[src/hppsc_cfg.svh]
`ifndef HPPSC_CFG_SVH
`define HPPSC_CFG_SVH

// core clock rate in kHz (40 ns period)
`define HPPSC_CLK_FREQ_KHZ   25000
// upstream pull-up hold-off time in ms
`define HPPSC_PULLUP_TIME_MS 15
// cycles of the hold-off, derived from time and clock rate
`define HPPSC_PULLUP_CYCLES  (`HPPSC_PULLUP_TIME_MS * `HPPSC_CLK_FREQ_KHZ)
// consecutive low cycles before an overcurrent counts
`define HPPSC_OC_FILTER_CYCLES 8
// number of downstream ports
`define HPPSC_NUM_PORTS      7
// position of each pin in the synchroniser vector below the overcurrent bits
`define HPPSC_SYNC_PWR_SRC   0
`define HPPSC_SYNC_EXT_ROM   1
`define HPPSC_SYNC_ROM_DATA  2
`define HPPSC_SYNC_CLK_MODE  3
`define HPPSC_SYNC_MISC_BITS 4

`endif

[src/hppsc_pkg.sv]
package hppsc_pkg;

  // how the downstream ports are supplied
  typedef enum logic [0:0] {
    HPPSC_BUS_POWERED  = 1'b0,
    HPPSC_SELF_POWERED = 1'b1
  } hppsc_pwr_mode_t;

  // upstream pull-up control states
  typedef enum logic [0:0] {
    HPPSC_PU_FLOAT = 1'b0,
    HPPSC_PU_DRIVE = 1'b1
  } hppsc_pu_state_t;

  // core clock source
  typedef enum logic [0:0] {
    HPPSC_CLK_MULTIPLIER = 1'b0,
    HPPSC_CLK_EXTERNAL   = 1'b1
  } hppsc_clk_src_t;

endpackage : hppsc_pkg

[src/hppsc_oc_filter.sv]
`timescale 1ns/10ps
// glitch filter: a low level must persist before it is reported
module hppsc_oc_filter #(
  parameter int FILTER_CYCLES = 8
) (
  input  wire logic clk,
  input  wire logic rst,
  input  wire logic raw_n,
  output logic      event_q
);

  localparam int CW = $clog2(FILTER_CYCLES + 1);

  logic [CW-1:0] cnt_q;

  // refuse a filter length the counter cannot serve
  if (FILTER_CYCLES < 1)
  begin : g_bad_len
    $error("hppsc_oc_filter: FILTER_CYCLES must be at least 1");
  end

  // count consecutive low samples; any high sample restarts the count
  always_ff @(posedge clk)
  begin
    if (rst || raw_n)
    begin
      cnt_q   <= '0;
      event_q <= 1'b0;
    end
    else if (cnt_q == CW'(FILTER_CYCLES - 1))
    begin
      event_q <= 1'b1; // see
    end
    else
    begin
      cnt_q <= cnt_q + CW'(1);
    end
  end

endmodule : hppsc_oc_filter

[src/hppsc_top.sv]
// Summary of operation
// low power-source select means bus-powered, high means self-powered ports.
// board holds the gang strap static; sampled once as configuration.
// system reset or power-source change floats pull-up and restarts 15 ms count.
// after the count expires pull-up is driven high until next such event.
// rom enable strap high disables the serial rom interface and its clock.
// rom enable strap low drives three-state clock and bidirectional data line.
// rom enable strap high makes the shared data pin the gang selector.
// per-port mode gives each of seven ports its own overcurrent input.
// ganged mode acts on any overcurrent input; board ties them together.
// every overcurrent input is noise filtered.
// port power enables are active-low push-pull outputs.
// hub-configured indicator high while configured, low otherwise.
// any-port-powered indicator high while at least one port is powered.
// no-port-disabled indicator high unless some port is disabled.
// reset at power-up initialises all logic; the two pin synchroniser stages have no reset.
// system applies a reset pulse of one hundred microseconds to 1 ms.
// clock runs during at least the last 60 microseconds of reset.
// mode low selects the clock multiplier, high the external 48-MHz clock.
// overcurrent turns off power of the affected port, or all when ganged.
// ganged mode switches all power enables on the same cycle.
// indicators float while in low-power suspend.
// filter reports only after a configurable run of low samples.
// pull-up count comes from the core clock; restart clears partial count.
`timescale 1ns/10ps
`include "hppsc_cfg.svh"
module hppsc_top #(
  parameter int NUM_PORTS      = `HPPSC_NUM_PORTS,
  parameter int FILTER_CYCLES  = `HPPSC_OC_FILTER_CYCLES,
  parameter int PULLUP_CYCLES  = `HPPSC_PULLUP_CYCLES
) (
  input  wire logic                 clk,
  input  wire logic                 rst,
  // straps and pins from the board
  input  wire logic                 power_source_select_n,
  input  wire logic                 external_rom_enable_n,
  input  wire logic                 clock_mode_select,
  input  wire logic [NUM_PORTS-1:0] port_overcurrent_n,
  input  wire logic                 serial_rom_data_or_gang_select_i,
  // requests from the hub engine on this clock
  input  wire logic                 hub_configured,
  input  wire logic                 suspend_request,
  input  wire logic [NUM_PORTS-1:0] port_power_request,
  input  wire logic [NUM_PORTS-1:0] port_disabled,
  input  wire logic                 rom_gang_setting,
  input  wire logic                 rom_clock_drive,
  input  wire logic                 rom_clock_level,
  input  wire logic                 rom_data_drive,
  input  wire logic                 rom_data_level,
  // pins to the board
  output logic                      upstream_pullup_enable,
  output logic                      upstream_pullup_enable_oe,
  output logic [NUM_PORTS-1:0]      port_power_enable_n,
  output logic                      hub_configured_indicator,
  output logic                      hub_configured_indicator_oe,
  output logic                      any_port_powered_indicator,
  output logic                      any_port_powered_indicator_oe,
  output logic                      no_port_disabled_indicator,
  output logic                      no_port_disabled_indicator_oe,
  output logic                      suspend_status_out,
  output logic                      serial_rom_clock,
  output logic                      serial_rom_clock_oe,
  output logic                      serial_rom_data_or_gang_select_o,
  output logic                      serial_rom_data_or_gang_select_oe,
  // status back to the hub engine
  output logic                      rom_data_sample,
  output logic                      rom_interface_active,
  output logic                      ganged_mode,
  output logic                      self_powered_mode,
  output logic                      core_clock_external,
  output logic [NUM_PORTS-1:0]      port_overcurrent_status
);

  localparam int SW = NUM_PORTS + `HPPSC_SYNC_MISC_BITS;
  localparam int PW = $clog2(PULLUP_CYCLES + 1);

  // refuse sizes the logic cannot serve
  if (NUM_PORTS < 1 || NUM_PORTS > `HPPSC_NUM_PORTS || PULLUP_CYCLES < 1)
  begin : g_bad_param
    $error("hppsc_top: NUM_PORTS must be 1..7 and PULLUP_CYCLES at least 1");
  end

  logic [SW-1:0]                  sync1_q;
  logic [SW-1:0]                  sync2_q;
  logic                           pwr_src_prev_q;
  logic                           strap_taken_q;
  hppsc_pkg::hppsc_pu_state_t     pu_state_q;
  logic [PW-1:0]                  pu_cnt_q;
  logic [NUM_PORTS-1:0]           oc_filt;
  logic [NUM_PORTS-1:0]           power_d;
  logic                           pwr_src_s;
  logic                           ext_rom_n_s;
  logic                           rom_data_s;
  logic                           clk_mode_s;
  logic                           pwr_src_change;

  // power each requested port unless an overcurrent blocks it; ganged mode uses one shared decision
  function automatic logic [NUM_PORTS-1:0] power_select(
    input logic                 ganged,
    input logic [NUM_PORTS-1:0] request,
    input logic [NUM_PORTS-1:0] oc
  );
    logic [NUM_PORTS-1:0] result;
    if (ganged)
      result = {NUM_PORTS{(|request) & ~(|oc)}}; // see see
    else
      result = request & ~oc; // see
    return result;
  endfunction : power_select

  // two-stage synchroniser for every board pin; it keeps sampling through reset while the clock
  // runs, so the straps are already settled at the first edge after release
  always_ff @(posedge clk)
  begin
    sync1_q <= {port_overcurrent_n, clock_mode_select, serial_rom_data_or_gang_select_i,
                external_rom_enable_n, power_source_select_n};
    sync2_q <= sync1_q;
  end

  assign pwr_src_s   = sync2_q[`HPPSC_SYNC_PWR_SRC];
  assign ext_rom_n_s = sync2_q[`HPPSC_SYNC_EXT_ROM];
  assign rom_data_s  = sync2_q[`HPPSC_SYNC_ROM_DATA];
  assign clk_mode_s  = sync2_q[`HPPSC_SYNC_CLK_MODE];

  // noise filter on each overcurrent input
  for (genvar i = 0; i < NUM_PORTS; i++)
  begin : g_filter
    hppsc_oc_filter #(
      .FILTER_CYCLES (FILTER_CYCLES)
    ) u_filter (
      .clk     (clk),
      .rst     (rst),
      .raw_n   (sync2_q[`HPPSC_SYNC_MISC_BITS + i]),
      .event_q (oc_filt[i])
    );
  end

  // power-source mode and clock source follow their pins
  always_ff @(posedge clk)
  begin
    if (rst)
    begin
      self_powered_mode   <= 1'b0;
      core_clock_external <= 1'b0;
      pwr_src_prev_q      <= 1'b0;
    end
    else
    begin
      self_powered_mode   <= (pwr_src_s == hppsc_pkg::HPPSC_SELF_POWERED);
      core_clock_external <= (clk_mode_s == hppsc_pkg::HPPSC_CLK_EXTERNAL);
      pwr_src_prev_q      <= pwr_src_s;
    end
  end

  // the first cycle after release has no valid previous level yet
  assign pwr_src_change = strap_taken_q && (pwr_src_s != pwr_src_prev_q);

  // catch the gang strap once after reset; the rom supplies it when the interface is on
  always_ff @(posedge clk)
  begin
    if (rst)
    begin
      strap_taken_q        <= 1'b0;
      ganged_mode          <= 1'b0;
      rom_interface_active <= 1'b0;
    end
    else if (!strap_taken_q)
    begin
      strap_taken_q        <= 1'b1;
      rom_interface_active <= ~ext_rom_n_s; // see
      ganged_mode          <= ext_rom_n_s ? rom_data_s : 1'b0; // see
    end
    else if (rom_interface_active)
    begin
      ganged_mode <= rom_gang_setting;
    end
  end

  // pull-up hold-off: float, count, then drive high
  always_ff @(posedge clk)
  begin
    if (rst || pwr_src_change)
    begin
      pu_state_q <= hppsc_pkg::HPPSC_PU_FLOAT; // see
      pu_cnt_q   <= '0;
    end
    else if (pu_state_q == hppsc_pkg::HPPSC_PU_FLOAT)
    begin
      if (pu_cnt_q == PW'(PULLUP_CYCLES - 1))
        pu_state_q <= hppsc_pkg::HPPSC_PU_DRIVE;
      else
        pu_cnt_q <= pu_cnt_q + PW'(1);
    end
  end

  assign upstream_pullup_enable    = pu_state_q;
  assign upstream_pullup_enable_oe = pu_state_q;

  assign power_d = power_select(ganged_mode, port_power_request, oc_filt);

  // push-pull active-low power enables, all off in reset
  always_ff @(posedge clk)
  begin
    if (rst)
    begin
      port_power_enable_n     <= {NUM_PORTS{1'b1}};
      port_overcurrent_status <= '0;
    end
    else
    begin
      port_power_enable_n     <= ~power_d;
      port_overcurrent_status <= ganged_mode ? {NUM_PORTS{|oc_filt}} : oc_filt;
    end
  end

  // status indicators, floated during suspend
  always_ff @(posedge clk)
  begin
    if (rst)
    begin
      hub_configured_indicator      <= 1'b0;
      any_port_powered_indicator    <= 1'b0;
      no_port_disabled_indicator    <= 1'b1;
      hub_configured_indicator_oe   <= 1'b1;
      any_port_powered_indicator_oe <= 1'b1;
      no_port_disabled_indicator_oe <= 1'b1;
      suspend_status_out            <= 1'b0;
    end
    else
    begin
      hub_configured_indicator      <= hub_configured;
      any_port_powered_indicator    <= |power_d;
      no_port_disabled_indicator    <= ~(|port_disabled);
      hub_configured_indicator_oe   <= ~suspend_request;
      any_port_powered_indicator_oe <= ~suspend_request;
      no_port_disabled_indicator_oe <= ~suspend_request;
      suspend_status_out            <= suspend_request;
    end
  end

  // serial rom pins: three-state clock and bidirectional data only when enabled
  always_ff @(posedge clk)
  begin
    if (rst)
    begin
      serial_rom_clock                  <= 1'b0;
      serial_rom_clock_oe               <= 1'b0;
      serial_rom_data_or_gang_select_o  <= 1'b0;
      serial_rom_data_or_gang_select_oe <= 1'b0;
      rom_data_sample                   <= 1'b0;
    end
    else
    begin
      serial_rom_clock                  <= rom_interface_active & rom_clock_level;
      serial_rom_clock_oe               <= rom_interface_active & rom_clock_drive; // see
      serial_rom_data_or_gang_select_o  <= rom_interface_active & rom_data_level;
      serial_rom_data_or_gang_select_oe <= rom_interface_active & rom_data_drive; // see
      rom_data_sample                   <= rom_interface_active & rom_data_s;
    end
  end

endmodule : hppsc_top

[config.mk]
export PLATFORM = sky130hd
export DESIGN_NAME = hppsc_top
export DESIGN_NICKNAME = d
export VERILOG_FILES = /design/src/hppsc_pkg.sv /design/src/hppsc_oc_filter.sv /design/src/hppsc_top.sv
export VERILOG_INCLUDE_DIRS = /design/src /design/src/src
export SDC_FILE = /design/constraint.sdc
export NUM_CORES = 1
export LEC_CHECK = 0
export BUFFER_PORTS_ARGS = -buffer_cell sky130_fd_sc_hd__buf_2
export CAP_MARGIN = 20
export CORE_ASPECT_RATIO = 0.5
export CORE_MARGIN = 3
export CORE_UTILIZATION = 49
export CTS_CLUSTER_DIAMETER = 80
export DETAILED_ROUTE_END_ITERATION = 10
export PLACE_DENSITY = 0.72
export SYNTH_ARGS = -nofsm -noshare
export SYNTH_HDL_FRONTEND = slang
export SYNTH_SLANG_ARGS = --single-unit
[constraint.sdc]
create_clock -name clk -period 1.61 [get_ports clk]
set_input_delay 0.161 -clock clk [delete_from_list [all_inputs] [get_ports clk]]
set_output_delay 0.161 -clock clk [all_outputs]
set_load 0.05 [all_outputs]
==> flow_summary.html <==
<table>
<tr><th>Metric</th><th>Value</th></tr>
<tr><th colspan="2">Synth</th></tr>
<tr><td>Async set-reset flop share out of synthesis</td><td>0</td></tr>
<tr><td>Synth warn</td><td>0</td></tr>
<tr><td>Total nets after synthesis</td><td>between 400 and 500</td></tr>
<tr><td>Cell variety after synth</td><td>43</td></tr>
<tr><td>Avg Cell Area, Syn</td><td>between 10 and 15 um2</td></tr>
<tr><td>Sequential-to-total area share from yosys stat</td><td>0.555</td></tr>
<tr><td>Syn Inst Count</td><td>380</td></tr>
<tr><td>Count of flip-flops with a built-in enable after synthesis</td><td>0</td></tr>
<tr><td>Number of storage elements in the synthesis netlist</td><td>roughly 110</td></tr>
<tr><td>Synthesized area</td><td>approximately 0.0038 mm2</td></tr>
<tr><td>Top FF cell, synth</td><td>sky130_fd_sc_hd__dfxtp_1</td></tr>
<tr><th colspan="2">Power and ir drop</th></tr>
<tr><td>Static Leakage</td><td>2.11 nW</td></tr>
<tr><td>Pwr Density</td><td>1050 mW/mm2</td></tr>
<tr><td>Tot Pwr</td><td>between 5 and 6 mW</td></tr>
<tr><td>Largest vdd supply drop</td><td>0.608 mV</td></tr>
<tr><th colspan="2">STA</th></tr>
<tr><td>Final Hold Viols</td><td>0</td></tr>
<tr><td>Max-slew violation count</td><td>0</td></tr>
<tr><td>Min cycle time layout</td><td>1.66 ns</td></tr>
<tr><td>RSZ-0062 raised after global routing</td><td>yes</td></tr>
<tr><td>Worst slew pin tran</td><td>0.506 ns</td></tr>
<tr><td>Final period util</td><td>1.03</td></tr>
<tr><td>Final setup violation count</td><td>4</td></tr>
<tr><td>Achievable clock frequency</td><td>between 0.6 and 0.7 GHz</td></tr>
<tr><td>WHS</td><td>0.0128 ns</td></tr>
<tr><td>Worst slew margin relative to its limit</td><td>0.663</td></tr>
<tr><td>Skew final</td><td>between 0.007 and 0.008 ns</td></tr>
<tr><td>Final WS setup</td><td>-0.0474 ns</td></tr>
<tr><th colspan="2">Floorplanning</th></tr>
<tr><td>Floorplan Core Area</td><td>between 0.007 and 0.008 mm2</td></tr>
<tr><td>Number of placement rows</td><td>22</td></tr>
<tr><td>Die boundary height</td><td>around 70 um</td></tr>
<tr><td>Starting density of the core</td><td>0.513</td></tr>
<tr><td>Die width</td><td>between 100 and 150 um</td></tr>
<tr><td>I/O pin total</td><td>66</td></tr>
<tr><td>Area of the die</td><td>roughly 0.0090 mm2</td></tr>
<tr><th colspan="2">Run status</th></tr>
<tr><td>Violations in the final reports</td><td>setup timing</td></tr>
<tr><td>Outcome</td><td>finished with violations</td></tr>
<tr><th colspan="2">Worst setup path</th></tr>
<tr><td>Crit path launch type</td><td>flop</td></tr>
<tr><td>Data arrival, critical path</td><td>~1.9 ns</td></tr>
<tr><td>Cell breakdown of the critical path</td><td>or4b_4 &gt; nor4_4 &gt; buf_4 &gt; a21oi_4 &gt; mux2i_1</td></tr>
<tr><td>Worst endpoint required time</td><td>about 1.8 ns</td></tr>
<tr><td>Max FO, Critical Path</td><td>4</td></tr>
<tr><td>Largest stage delay on the critical path</td><td>~0.54 ns</td></tr>
<tr><td>Critical path's top delay family</td><td>simple AND/OR/NAND/NOR gates</td></tr>
<tr><td>Slowest-stage cell, CP</td><td>sky130_fd_sc_hd__or4b_4</td></tr>
<tr><td>Number of buffer and inverter instances along the worst setup path</td><td>1</td></tr>
<tr><td>Setup CP Type</td><td>reg -&gt; reg</td></tr>
<tr><td>Nature of the critical path endpoint</td><td>flop</td></tr>
<tr><th colspan="2">Clock tree</th></tr>
<tr><td>CTS Root Cell</td><td>sky130_fd_sc_hd__clkbuf_16</td></tr>
<tr><td>Clock tree from TritonCTS</td><td>built</td></tr>
<tr><td>H-tree depth reported by CTS</td><td>3</td></tr>
<tr><td>Clock slew at the register clock pins of the worst setup and hold paths</td><td>about 0.07 ns</td></tr>
<tr><td>Clock insertion delay at the later pin of the skew report</td><td>approximately 0.35 ns</td></tr>
<tr><td>Maximum number of buffers from clock root to sink</td><td>2</td></tr>
<tr><td>Total CTS buffers</td><td>9</td></tr>
<tr><td>Number of clock sinks</td><td>about 110</td></tr>
<tr><th colspan="2">Placement</th></tr>
<tr><td>Final weighted congestion in routability-driven placement</td><td>~0.8</td></tr>
<tr><td>Final HPWL from detailed placement</td><td>roughly 5500 um</td></tr>
<tr><td>Placed Cells incl. Taps</td><td>around 580</td></tr>
<tr><td>Post-placement cell area</td><td>between 0.004 and 0.005 mm2</td></tr>
<tr><td>Number of buffers inserted by port buffering</td><td>65</td></tr>
<tr><th colspan="2">GRT</th></tr>
<tr><td>Maximum number of pins on one net before global-route repair</td><td>24</td></tr>
<tr><td>Overflow left after global routing</td><td>0</td></tr>
<tr><td>GRT Util Overall</td><td>0.185</td></tr>
<tr><td>Antenna violations before repair</td><td>0</td></tr>
<tr><td>Wire length of the first global-routing pass</td><td>between 10000 and 15000 um</td></tr>
<tr><td>Via count of the first global-routing pass</td><td>around 2800</td></tr>
<tr><th colspan="2">Layout</th></tr>
<tr><td>Most common cell after layout, fill and taps aside</td><td>sky130_fd_sc_hd__dfxtp_1</td></tr>
<tr><td>Area Growth Syn to Fin</td><td>31.5%</td></tr>
<tr><td>Fraction of layout cells with a size suffix above 1</td><td>0.286</td></tr>
<tr><td>Cell Count, Final, Fillers Out</td><td>between 600 and 700</td></tr>
<tr><td>Finished Cell Area</td><td>roughly 0.0050 mm2</td></tr>
<tr><td>Final Net Count</td><td>around 540</td></tr>
<tr><td>Antenna Diode Count</td><td>0</td></tr>
<tr><td>Commonest cells after routing, fill and taps aside</td><td>98 x sky130_fd_sc_hd__dfxtp_1, 65 x sky130_fd_sc_hd__buf_2, 41 x sky130_fd_sc_hd__buf_4</td></tr>
<tr><th colspan="2">Route</th></tr>
<tr><td>Average vias per placed instance</td><td>5.04</td></tr>
<tr><td>First-pass iteration count of the detailed router</td><td>4</td></tr>
<tr><td>Detail-routed net length per standard cell</td><td>~13 um</td></tr>
<tr><td>Total routed wirelength</td><td>approximately 7700 um</td></tr>
<tr><td>Violation count after the first detailed-route iteration</td><td>about 180</td></tr>
<tr><td>Number of nets still failing antenna checks after routing</td><td>0</td></tr>
<tr><td>Number of remaining DRC errors</td><td>0</td></tr>
<tr><td>Overall via count from detail_route</td><td>3084</td></tr>
<tr><th colspan="2">Flow run</th></tr>
<tr><td>Max-cap violations</td><td>0</td></tr>
<tr><th colspan="2">Worst hold path</th></tr>
<tr><td>Type of the tightest min-delay check</td><td>in -&gt; reg</td></tr>
</table>
==> worst register-to-register path, stage by stage (launching register included) <==
cell                      delay, ns
sky130_fd_sc_hd__dfxtp_2       0.34
sky130_fd_sc_hd__or4b_4        0.54
sky130_fd_sc_hd__nor4_4        0.28
sky130_fd_sc_hd__buf_4         0.19
sky130_fd_sc_hd__a21oi_4       0.07
sky130_fd_sc_hd__mux2i_1       0.12
==> stage by stage <==
step           setup slack (ns)  utilization  TNS [ns]
2_1_floorplan           0.00650            -         0
3_3_place_gp            -0.0515        0.604    -0.165
3_5_place_dp            -0.0701        0.604    -0.237
4_1_cts                 -0.0297        0.668   -0.0992
5_1_grt                  -0.133        0.674    -0.791
6_report                -0.0474        0.674    -0.175
==> layer usage <==
| metal | GRT usage | share of wire | vias to the layer above |
|---|---|---|---|
| li1 | - | - | 1603 |
| met3 | 0.0561 | 0.038 | 8 |
| met4 | 0.0615 | 0.011 | 0 |
| met5 | 0 | 0 | - |
| met1 | 0.241 | 0.48 | 1428 |
| met2 | 0.297 | 0.48 | 45 |
==> area by class of cell <==
cell class                 count  area [um2]
multi-input combinational    248        1650
tap                          108         135
inverter                      14        52.6
timing repair buffer         120         773
sequential                   106        2130
clock inverter                 7        62.6
fill                         614        2430
clock buffer                   9         225
==> sequential cells by signal, indices dropped and copies added (netlist names) <==
register / cells
suspend_status_out: 1
no_port_disabled_indicator: 1
any_port_powered_indicator: 1
pwr_src_prev_q: 1
hub_configured_indicator: 1
strap_taken_q: 1
sync1_q: 11
rom_data_sample: 1
serial_rom_clock: 1
rom_interface_active: 1
no_port_disabled_indicator_oe: 1
port_power_enable_n: 7
serial_rom_clock_oe: 1
ganged_mode: 1
core_clock_external: 1
sync2_q: 11
port_overcurrent_status: 7
g_filter.u_filter.event_q: 7
g_filter.u_filter.cnt_q: 28
serial_rom_data_or_gang_select_oe: 1
upstream_pullup_enable: 1
serial_rom_data_or_gang_select_o: 1
pu_cnt_q: 19
==> repair_timing <==
action	in CTS	in global routing
pin swaps	6	7
setup endpoints to repair	7	20
gates resized for setup	9	12
hold buffers	14	0
gates cloned	0	1
setup buffers	3	3
hold endpoints to repair	13	0
==> logic make-up after synthesis <==
group,count (synthesis),synth area share
compound gates,65,0.111
xor+xnor,16,0.0367
fa+ha+maj,8,0.0262
buf+inv,27,0.0304
flops,106,0.555
mux,13,0.0340
simple gates,145,0.207
==> worst paths after layout <==
kind / startpoint / end / slack [ns] / cells after the start
worst max-delay path: pu_cnt_q[9] / pu_cnt_q[1] / -0.05 / 5
worst max register to register: pu_cnt_q[9] / pu_cnt_q[1] / -0.05 / 5
worst min register to register: sync1_q[4] / sync2_q[4] / 0.33 / 0
worst min-delay path: rom_clock_drive / serial_rom_clock_oe / 0.01 / 2
==> power by group <==
group | internal [mW] | switching (mW) | leakage (nW)
registers | 2.71 | 0.0473 | 0.875
logic | 0.169 | 0.285 | 1.10
clock network | 1.07 | 0.988 | 0.132
total | 3.95 | 1.32 | 2.11
==> cell usage after synthesis, drive strengths merged, types with 5 or more instances <==
cell	number	area [um2]
a211oi	8	60.1
a21oi	12	63.8
a31oi	8	50.1
and2	7	45.1
and3	7	43.8
buf	8	45.0
clkbuf	5	18.8
dfxtp	106	2120
ha	8	100
inv	14	52.6
mux2i	13	130
nand2	22	82.6
nand2b	7	43.8
nand3	12	60.1
nor2	24	90.1
nor2b	7	43.8
nor3	32	160
nor4	8	65.1
o21a	8	60.1
o21ai	17	85.1
xnor2	7	61.3
xor2	9	78.8
No activity file was read; power rests on OpenSTA's default activity.
